$ cat config.mk
export PLATFORM = sky130hd
export DESIGN_NAME = ipv_controller
export DESIGN_NICKNAME = d
export VERILOG_FILES = /design/src/ipv_pkg.sv /design/src/ipv_arb_if.sv /design/src/ipv_ranker.sv /design/src/ipv_controller.sv
export SDC_FILE = /design/constraint.sdc
export NUM_CORES = 1
export LEC_CHECK = 0
export BUFFER_PORTS_ARGS = -buffer_cell sky130_fd_sc_hd__buf_4
export CORE_MARGIN = 4
export CORE_UTILIZATION = 55
export CTS_BUF_LIST = sky130_fd_sc_hd__clkbuf_2 sky130_fd_sc_hd__clkbuf_4 sky130_fd_sc_hd__clkbuf_8
export DETAILED_ROUTE_END_ITERATION = 16
export GPL_ROUTABILITY_DRIVEN = 0
export HOLD_SLACK_MARGIN = 0.1
export PLACE_DENSITY = 0.8
export SYNTH_ARGS = -nofsm -noshare
export SYNTH_HDL_FRONTEND = slang
export SYNTH_SLANG_ARGS = --single-unit
$ cat constraint.sdc
create_clock -name pclk -period 5.9 [get_ports pclk]
set_input_delay 1.18 -clock pclk [delete_from_list [all_inputs] [get_ports pclk]]
set_output_delay 1.18 -clock pclk [all_outputs]
set_load 0.03 [all_outputs]
$ cat src/ipv_pkg.sv
package ipv_pkg;

  // ==========================================================
  // sizes
  localparam int IPV_NUM_SRC = 21;
  localparam int IPV_NUM_NMI = 2;
  localparam int IPV_IDX_W = 5;
  localparam int IPV_PC_W = 16;
  localparam int IPV_SEG_W = 4;
  localparam int IPV_PSW_W = 8;
  localparam int IPV_ADDR_W = 8;

  // ==========================================================
  // register offsets (byte addresses)
  localparam logic [7:0] IPV_FLAGS_OFS = 8'h00;
  localparam logic [7:0] IPV_ENABLE_OFS = 8'h04;
  localparam logic [7:0] IPV_CTRL_OFS = 8'h08;
  localparam logic [7:0] IPV_STATE_OFS = 8'h0C;
  localparam logic [7:0] IPV_SAVE1_OFS = 8'h10;
  localparam logic [7:0] IPV_SAVE2_OFS = 8'h14;

  // ==========================================================
  // field positions
  localparam int IPV_CTRL_GATE_BIT = 0;
  localparam int IPV_ST_DEPTH_LSB = 8;
  localparam int IPV_ST_BUSY_BIT = 12;
  localparam int IPV_ST_HOLD_BIT = 13;
  localparam int IPV_SV_SEG_LSB = 16;
  localparam int IPV_SV_PSW_LSB = 20;
  // position of the gate copy inside a saved status word
  localparam int IPV_PSW_GATE_BIT = 3;

  // ==========================================================
  // reset values, maskable enable set and depth levels
  localparam logic [20:0] IPV_FLAGS_RST = 21'h000000;
  localparam logic [20:0] IPV_ENABLE_RST = 21'h000000;
  localparam logic [20:0] IPV_MASKABLE = 21'h1FFFFC;
  localparam logic IPV_GATE_RST = 1'b0;
  localparam logic [1:0] IPV_DEPTH_RST = 2'h0;
  localparam logic [1:0] IPV_DEPTH_L1 = 2'h1;
  localparam logic [1:0] IPV_DEPTH_L2 = 2'h2;

  // ==========================================================
  // vector table, rank 0 is highest
  localparam logic [15:0] IPV_VECTORS [0:20] = '{
    16'h0008, 16'h000A, 16'h0010, 16'h0012, 16'h0014, 16'h0016,
    16'h0020, 16'h0024, 16'h002E, 16'h0030, 16'h0032, 16'h0040,
    16'h004A, 16'h0058, 16'h005A, 16'h0060, 16'h0068, 16'h006A,
    16'h006E, 16'h0070, 16'h0076
  };

  // ==========================================================
  // entry sequence
  typedef enum logic [2:0] {
    IPV_IDLE,
    IPV_SAVE_PC,
    IPV_SAVE_SEG,
    IPV_SAVE_PSW,
    IPV_CLR_GATE,
    IPV_SET_LEVEL,
    IPV_LOAD_PC
  } ipv_state_type;

endpackage : ipv_pkg

$ cat src/ipv_arb_if.sv
`timescale 1ns/100ps
`default_nettype none

interface ipv_arb_if;
  import ipv_pkg::*;
  logic [IPV_NUM_SRC-1:0] eligible;
  logic found;
  logic [IPV_IDX_W-1:0] index;
  logic [15:0] vector;

  modport client (output eligible, input found, input index, input vector);
  modport ranker (input eligible, output found, output index, output vector);
endinterface : ipv_arb_if

`default_nettype wire

$ cat src/ipv_ranker.sv
`timescale 1ns/100ps
`default_nettype none

module ipv_ranker
  import ipv_pkg::*;
(
  ipv_arb_if.ranker arb // eligible requests in, winner out
);

  // ==========================================================
  // fixed rank: scan downward so the lowest index wins
  always_comb begin
    arb.found = 1'b0;
    arb.index = '0;
    arb.vector = IPV_VECTORS[0];
    for (int i = IPV_NUM_SRC - 1; i >= 0; i--) begin
      if (arb.eligible[i]) begin
        arb.found = 1'b1;
        arb.index = IPV_IDX_W'(i);
        arb.vector = IPV_VECTORS[i];
      end
    end
  end

endmodule : ipv_ranker

`default_nettype wire

$ cat src/ipv_controller.sv
// The implementer's own choices: register access over APB and the register offsets.
`timescale 1ns/100ps
`default_nettype none

module ipv_controller
  import ipv_pkg::*;
(
  input wire logic pclk, // system clock
  input wire logic presetn, // async reset, active low
  input wire logic psel, // apb select
  input wire logic penable, // apb access phase
  input wire logic pwrite, // apb direction
  input wire logic [IPV_ADDR_W-1:0] paddr, // apb byte address
  input wire logic [31:0] pwdata, // apb write data
  output logic [31:0] prdata, // apb read data
  output logic pready, // apb ready
  output logic pslverr, // apb error on unmapped address
  input wire logic [IPV_NUM_SRC-1:0] source_events, // one-cycle event per source
  input wire logic instr_done, // cpu finished an instruction
  input wire logic dsr_prefix_done, // that instruction was a segment prefix
  input wire logic soft_trap_instr, // soft trap executes, pulse
  input wire logic [IPV_PC_W-1:0] soft_trap_vector, // vector from operand
  input wire logic return_from_trap_instr, // return executes, pulse
  input wire logic [IPV_PC_W-1:0] cpu_pc, // current return address
  input wire logic [IPV_SEG_W-1:0] code_segment, // current code segment
  input wire logic [IPV_PSW_W-1:0] status_word, // current status word
  output logic take_strobe, // hardware request accepted, pulse
  output logic [IPV_IDX_W-1:0] take_source, // accepted source rank
  output logic [IPV_PC_W-1:0] take_vector, // accepted source vector
  output logic shift_busy, // entry sequence running
  output logic pc_load, // cpu loads pc, pulse
  output logic [IPV_PC_W-1:0] pc_load_value, // new pc
  output logic status_load, // cpu loads status word, pulse
  output logic [IPV_PSW_W-1:0] status_load_value, // restored status word
  output logic master_irq_gate, // master enable
  output logic [1:0] exception_depth // current exception level
);

  // ==========================================================
  // state
  logic [IPV_NUM_SRC-1:0] source_request_flags;
  logic [IPV_NUM_SRC-1:0] source_enable_bits;
  logic [IPV_PC_W-1:0] return_addr_level1;
  logic [IPV_PC_W-1:0] return_addr_level2;
  logic [IPV_SEG_W-1:0] saved_segment_level1;
  logic [IPV_SEG_W-1:0] saved_segment_level2;
  logic [IPV_PSW_W-1:0] saved_status_level1;
  logic [IPV_PSW_W-1:0] saved_status_level2;
  logic write_hold;
  logic entry_level2;
  logic [IPV_PC_W-1:0] entry_vector;
  ipv_state_type state;
  ipv_state_type next_state;

  ipv_arb_if arb ();

  ipv_ranker u_ranker (
    .arb(arb.ranker)
  );

  // ==========================================================
  // apb decode
  wire apb_setup = psel & ~penable;
  wire apb_write = psel & penable & pwrite;
  wire hit_flags = (paddr == IPV_FLAGS_OFS);
  wire hit_enable = (paddr == IPV_ENABLE_OFS);
  wire hit_ctrl = (paddr == IPV_CTRL_OFS);
  wire hit_state = (paddr == IPV_STATE_OFS);
  wire hit_save1 = (paddr == IPV_SAVE1_OFS);
  wire hit_save2 = (paddr == IPV_SAVE2_OFS);
  wire addr_ok = hit_flags | hit_enable | hit_ctrl | hit_state | hit_save1 | hit_save2;
  wire wr_flags = apb_write & hit_flags;
  wire wr_enable = apb_write & hit_enable;
  wire wr_ctrl = apb_write & hit_ctrl;

  assign pready = 1'b1;
  assign pslverr = psel & penable & ~addr_ok;

  // ==========================================================
  // read mux, sampled in the setup cycle
  wire [31:0] rd_flags = {11'h000, source_request_flags};
  wire [31:0] rd_enable = {11'h000, source_enable_bits};
  wire [31:0] rd_ctrl = {31'h00000000, master_irq_gate};
  wire [31:0] rd_state = {18'h00000, write_hold, shift_busy, 2'h0, exception_depth,
                          3'h0, take_source};
  wire [31:0] rd_save1 = {4'h0, saved_status_level1, saved_segment_level1,
                          return_addr_level1};
  wire [31:0] rd_save2 = {4'h0, saved_status_level2, saved_segment_level2,
                          return_addr_level2};
  wire [31:0] rd_mux = hit_flags ? rd_flags :
                       hit_enable ? rd_enable :
                       hit_ctrl ? rd_ctrl :
                       hit_state ? rd_state :
                       hit_save1 ? rd_save1 :
                       hit_save2 ? rd_save2 : 32'h00000000;

  always_ff @(posedge pclk or negedge presetn) begin
    if (!presetn) begin
      prdata <= 32'h00000000;
    end else if (apb_setup) begin
      prdata <= rd_mux;
    end
  end

  // ==========================================================
  // acceptance decision
  assign shift_busy = (state != IPV_IDLE);

  // the shift sequence keeps state busy, and instruction boundaries that
  // arrive while it runs are ignored until the state returns to idle
  wire boundary_ok = instr_done & ~shift_busy;
  wire window_open = boundary_ok & ~dsr_prefix_done & ~write_hold;
  // a trap instruction owns its boundary; hardware waits for the next
  wire soft_take = soft_trap_instr & ~shift_busy;
  wire hw_take = window_open & arb.found & ~soft_trap_instr;
  wire ret_go = return_from_trap_instr & ~shift_busy & ~soft_trap_instr;
  wire hw_nmi = (arb.index < IPV_IDX_W'(IPV_NUM_NMI));

  // one instruction of grace after software touches flags or enables
  wire next_write_hold = wr_flags | wr_enable | (write_hold & ~instr_done);

  // ==========================================================
  // per-source flags and eligibility
  logic [IPV_NUM_SRC-1:0] next_flags;

  for (genvar i = 0; i < IPV_NUM_SRC; i++) begin : g_src
    wire taken_here = hw_take & (arb.index == IPV_IDX_W'(i));
    if (i < IPV_NUM_NMI) begin : g_nmi
      assign arb.eligible[i] = source_request_flags[i];
    end else begin : g_mask
      assign arb.eligible[i] = source_request_flags[i] & source_enable_bits[i]
                               & master_irq_gate;
    end
    // event set wins over both software and acceptance clears
    assign next_flags[i] = source_events[i] |
                           (wr_flags ? pwdata[i] :
                            (source_request_flags[i] & ~taken_here));
  end

  wire [IPV_NUM_SRC-1:0] next_enables = wr_enable ? (pwdata[IPV_NUM_SRC-1:0] & IPV_MASKABLE)
                                                  : source_enable_bits;

  always_ff @(posedge pclk or negedge presetn) begin
    if (!presetn) begin
      source_request_flags <= IPV_FLAGS_RST;
      source_enable_bits <= IPV_ENABLE_RST;
      write_hold <= 1'b0;
    end else begin
      source_request_flags <= next_flags;
      source_enable_bits <= next_enables;
      write_hold <= next_write_hold;
    end
  end

  // ==========================================================
  // take outputs
  // source and vector hold until the next take, so software can still
  // see in the state register which source was accepted last
  always_ff @(posedge pclk or negedge presetn) begin
    if (!presetn) begin
      take_strobe <= 1'b0;
      take_source <= '0;
      take_vector <= '0;
    end else begin
      take_strobe <= hw_take;
      if (hw_take) begin
        take_source <= arb.index;
        take_vector <= arb.vector;
      end
    end
  end

  // ==========================================================
  // entry sequence, one step per cycle in the documented order
  always_comb begin
    next_state = state;
    unique case (state)
      IPV_IDLE: begin
        if (soft_take || hw_take) begin
          next_state = IPV_SAVE_PC;
        end
      end
      IPV_SAVE_PC: next_state = IPV_SAVE_SEG;
      IPV_SAVE_SEG: next_state = IPV_SAVE_PSW;
      IPV_SAVE_PSW: begin
        next_state = entry_level2 ? IPV_SET_LEVEL : IPV_CLR_GATE;
      end
      IPV_CLR_GATE: next_state = IPV_SET_LEVEL;
      IPV_SET_LEVEL: next_state = IPV_LOAD_PC;
      IPV_LOAD_PC: next_state = IPV_IDLE;
      // the eighth code of the state register is never entered; recover to idle
      default: next_state = IPV_IDLE;
    endcase
  end

  always_ff @(posedge pclk or negedge presetn) begin
    if (!presetn) begin
      state <= IPV_IDLE;
      entry_level2 <= 1'b0;
      entry_vector <= '0;
    end else begin
      state <= next_state;
      if (soft_take) begin
        entry_level2 <= 1'b0;
        entry_vector <= soft_trap_vector;
      end else if (hw_take) begin
        entry_level2 <= hw_nmi;
        entry_vector <= arb.vector;
      end
    end
  end

  // ==========================================================
  // exception save registers; cpu holds pc, segment and status steady
  // while shift_busy is high
  wire [IPV_PSW_W-1:0] status_with_gate = (status_word & ~(IPV_PSW_W'(1) << IPV_PSW_GATE_BIT))
                                          | (IPV_PSW_W'(master_irq_gate) << IPV_PSW_GATE_BIT);

  // one enable per step and level; a level-2 entry must never touch
  // the level-1 frame, which may still belong to an unfinished handler
  wire save_pc_l1 = (state == IPV_SAVE_PC) & ~entry_level2;
  wire save_pc_l2 = (state == IPV_SAVE_PC) & entry_level2;
  wire save_seg_l1 = (state == IPV_SAVE_SEG) & ~entry_level2;
  wire save_seg_l2 = (state == IPV_SAVE_SEG) & entry_level2;
  wire save_psw_l1 = (state == IPV_SAVE_PSW) & ~entry_level2;
  wire save_psw_l2 = (state == IPV_SAVE_PSW) & entry_level2;

  always_ff @(posedge pclk or negedge presetn) begin
    if (!presetn) begin
      return_addr_level1 <= '0;
    end else if (save_pc_l1) begin
      return_addr_level1 <= cpu_pc;
    end
  end

  always_ff @(posedge pclk or negedge presetn) begin
    if (!presetn) begin
      return_addr_level2 <= '0;
    end else if (save_pc_l2) begin
      return_addr_level2 <= cpu_pc;
    end
  end

  always_ff @(posedge pclk or negedge presetn) begin
    if (!presetn) begin
      saved_segment_level1 <= '0;
    end else if (save_seg_l1) begin
      saved_segment_level1 <= code_segment;
    end
  end

  always_ff @(posedge pclk or negedge presetn) begin
    if (!presetn) begin
      saved_segment_level2 <= '0;
    end else if (save_seg_l2) begin
      saved_segment_level2 <= code_segment;
    end
  end

  always_ff @(posedge pclk or negedge presetn) begin
    if (!presetn) begin
      saved_status_level1 <= '0;
    end else if (save_psw_l1) begin
      saved_status_level1 <= status_with_gate;
    end
  end

  always_ff @(posedge pclk or negedge presetn) begin
    if (!presetn) begin
      saved_status_level2 <= '0;
    end else if (save_psw_l2) begin
      saved_status_level2 <= status_with_gate;
    end
  end

  // ==========================================================
  // gate and depth
  wire ret_from_l2 = (exception_depth == IPV_DEPTH_L2);
  wire [IPV_PSW_W-1:0] ret_status = ret_from_l2 ? saved_status_level2 : saved_status_level1;
  wire [IPV_PC_W-1:0] ret_addr = ret_from_l2 ? return_addr_level2 : return_addr_level1;

  // hardware clear of the gate outranks a software write in the same cycle
  wire next_gate = (state == IPV_CLR_GATE) ? 1'b0 :
                   ret_go ? ret_status[IPV_PSW_GATE_BIT] :
                   wr_ctrl ? pwdata[IPV_CTRL_GATE_BIT] : master_irq_gate;

  wire [1:0] next_depth = (state == IPV_SET_LEVEL) ?
                          (entry_level2 ? IPV_DEPTH_L2 : IPV_DEPTH_L1) :
                          (ret_go && exception_depth != IPV_DEPTH_RST) ?
                          exception_depth - 2'h1 : exception_depth;

  always_ff @(posedge pclk or negedge presetn) begin
    if (!presetn) begin
      master_irq_gate <= IPV_GATE_RST;
      exception_depth <= IPV_DEPTH_RST;
    end else begin
      master_irq_gate <= next_gate;
      exception_depth <= next_depth;
    end
  end

  // ==========================================================
  // pc and status loads towards the cpu
  always_ff @(posedge pclk or negedge presetn) begin
    if (!presetn) begin
      pc_load <= 1'b0;
      pc_load_value <= '0;
      status_load <= 1'b0;
      status_load_value <= '0;
    end else begin
      pc_load <= (state == IPV_SET_LEVEL) | ret_go;
      status_load <= ret_go;
      if (state == IPV_SET_LEVEL) begin
        pc_load_value <= entry_vector;
      end else if (ret_go) begin
        pc_load_value <= ret_addr;
      end
      if (ret_go) begin
        status_load_value <= ret_status;
      end
    end
  end

endmodule : ipv_controller

`default_nettype wire

==> flow_metrics.tcl <==
set metrics [dict create \
    synth_edf_count 0 \
    finalSetupTns_ns 0 \
    synthArstFlopShare 1.00 \
    cap_violations 0 \
    yosysTopAreaCellShare 0.498 \
    die_x_um 138 \
    post_cts_buffers 0 \
    grt_start_max_net_pins 103 \
    num-nets-final 1200 \
    cts_made_buffers 17 \
    post_drt_wl_per_cell_um 20.4 \
    ys_ff_latch 186 \
    p_leak_nw 5.11 \
    hpwlAfterDp_um 19600 \
    syn_area_um2 9350 \
    yosysMostFrequentCell "dfrtp_1" \
    max-clock-path-buffers 2 \
    route.detailed.drc 0 \
    power.density_nw_per_um2 384 \
    drive_above_1_share 0.274 \
    track_usage 0.275 \
    holdBufCountCts 0 \
    cts-root-buf "clkbuf_8" \
    cts_htree_levels 4 \
    hp-class "reg2reg" \
    layout_min_cycle_time_ns 3.62 \
    postLayoutSetupSlackWorst_ns 2.28 \
    relSlewSlack 0.143 \
    hold_viol_final 0 \
    antenna_found_initial 0 \
    rsz0062_at_grt "no" \
    required_ns 4.72 \
    synth_area_leaders "dfrtp_1 50%, mux2_2 9.0%, mux2i_1 7.5%, nand2_1 6.1%, o21ai_0 4.9%" \
    max_stage_delay_ns 0.57 \
    cp.arrival_ns 2.44 \
    crit_type "in2out" \
    synth_ff_type "dfrtp_1" \
    ant_nets 0 \
    syn2layout_area_growth_pct 19.4 \
    core_um2 16600 \
    drv_slew 0 \
    grt_pass1_vias 7711 \
    regToRegSetupSlack_ns 2.91 \
    grt_overflow_total 0 \
    ys_seq_area_frac 0.498 \
    fin_skew_ns 0.0179 \
    dr_total_vias 7928 \
    cp-start-kind "primary input" \
    worst_pin_slew_ns 1.28 \
    yosysWarnings 0 \
    crit_path_top_delay_cell "or4_4" \
    cts_resized 0 \
    synth_area_per_cell_um2 10.0 \
    cp_max_fo 5 \
    die_y_um 138 \
    grt_pass1_wl_um 41800 \
    seq_area_um2 4650 \
    initialDrtViolationCount 920 \
    post-route-period-util 0.613 \
    initial_utilization 0.562 \
    first_pass_iters 5 \
    ys_types 60 \
    cts_sinks 186 \
    worstPathCellList "buf_4 -> or4_4 -> nor3_1 -> nor3_1 -> buf_4" \
    routed_wirelength_um 26800 \
    pin_count 200 \
    clkLatencyLatePin_ns 0.48 \
    die_area_um2 19200 \
    clkTransAtPathRegs_ns 0.08 \
    crit_path_end_kind "primary output" \
    synthCells 935 \
    yosys.area.top_type "dfrtp_1" \
    vdd_ir_drop_max_v 0.000243 \
    cts_tree "yes" \
    place_ws_ns 1.95 \
    io_buffers 172 \
    fillCellCount 1299 \
    multi_input_area_um2 4360 \
    n_antenna_cell 0 \
    max_freq_mhz 277 \
    rows 47 \
    status "finished, final reports clean" \
    yosys-top-cells-count "186 x dfrtp_1, 151 x nand2_1, 91 x o21ai_0" \
    via_per_inst 6.02 \
    fin_total_pwr_mw 4.29 \
    report.final.setup_viol 0 \
]
cell families (layout without fill, tap and decap cells):
| group | count (synthesis) | count (layout) | share of synthesized area |
|---|---|---|---|
| AO/OA/AOI/OAI | 240 | 240 | 0.159 |
| XOR/XNOR | 1 | 1 | 0.000937 |
| adder cells (fa/ha/maj) | 2 | 2 | 0.00268 |
| buffers and inverters | 82 | 230 | 0.0428 |
| flip-flops | 186 | 186 | 0.498 |
| multiplexers | 145 | 145 | 0.165 |
| other | 2 | 15 | 0.000803 |
| AND/OR/NAND/NOR | 277 | 277 | 0.131 |
layout by cell type (no fill, tap or decap), types with 4 or more instances in the layout:
master     instances
o21bai_1          18
nor3_1            19
nand3_1           22
clkbuf_8          18
a21boi_0           5
mux2i_1           70
buf_4            183
bufinv_16          4
nor2_1            49
o21ai_0           91
dfrtp_1          186
o22ai_1            5
inv_1             15
o211ai_1          15
a22o_1             5
a21oi_1           41
nand2_1          151
o31ai_1            8
a211oi_1           4
nand2b_1          10
mux2_2            75
a22oi_1            7
conb_1            15
o21ai_1            4
a32oi_1            6
a31oi_1            7
registers in the layout, summed over array words and instances, names as in the netlist, 16 cells and up:
| name | cells |
|---|---|
| prdata | 28 |
| source_request_flags | 21 |
| source_enable_bits | 19 |
| entry_vector | 16 |
| pc_load_value | 16 |
| return_addr_level1 | 16 |
| return_addr_level2 | 16 |
cell type report:
class,count,area share
sequential,186,0.417
multi-input combinational,680,0.390
timing repair buffer,184,0.124
tap,220,0.0246
clock buffer,21,0.0242
clock inverter,10,0.0150
inverter,15,0.00504
routing by layer:
layer	routed length, um	share of wire	up-vias	global-route usage
met3	2580	0.096	68	0.0604
li1	-	-	3614	-
met2	12200	0.45	419	0.422
met4	1060	0.040	0	0.123
met1	11000	0.41	3827	0.378
met5	0	0	-	0
stage by stage:
step / hold WS [ns] / cells / utilization / instance area, um^2
5_1_grt: 0.515 / 1316 / 0.671 / 11200
3_5_place_dp: 0.465 / 1285 / 0.645 / 10700
4_1_cts: 0.488 / 1316 / 0.671 / 11200
6_report: 0.482 / 1316 / 0.671 / 11200
2_1_floorplan: 0.445 / 948 / - / 9400
3_3_place_gp: 0.453 / 1285 / 0.645 / 10700
path summary, 6_finish.rpt:
kind                                 start           endpoint  depth (start not counted)
min in group asynchronous          presetn         prdata[18]                          1
min reg2reg                     prdata[24]         prdata[24]                          2
max                               paddr[5]            pslverr                          5
max in group asynchronous          presetn  pc_load_value[12]                          2
min                             prdata[24]         prdata[24]                          2
max reg2reg                master_irq_gate    entry_vector[3]                          9
report_power, final:
part           switching (mW)  total [mW]  internal [mW]
logic                   0.837        1.46          0.621
registers               0.257        1.89           1.63
clock network           0.462       0.949          0.487
total                    1.56        4.29           2.74
critical path, delay by kind of cell:
family	cells	cell delay, ns
AND/OR/NAND/NOR	3	0.95
buffers and inverters	2	0.29
(Power assumes the default switching activity.)
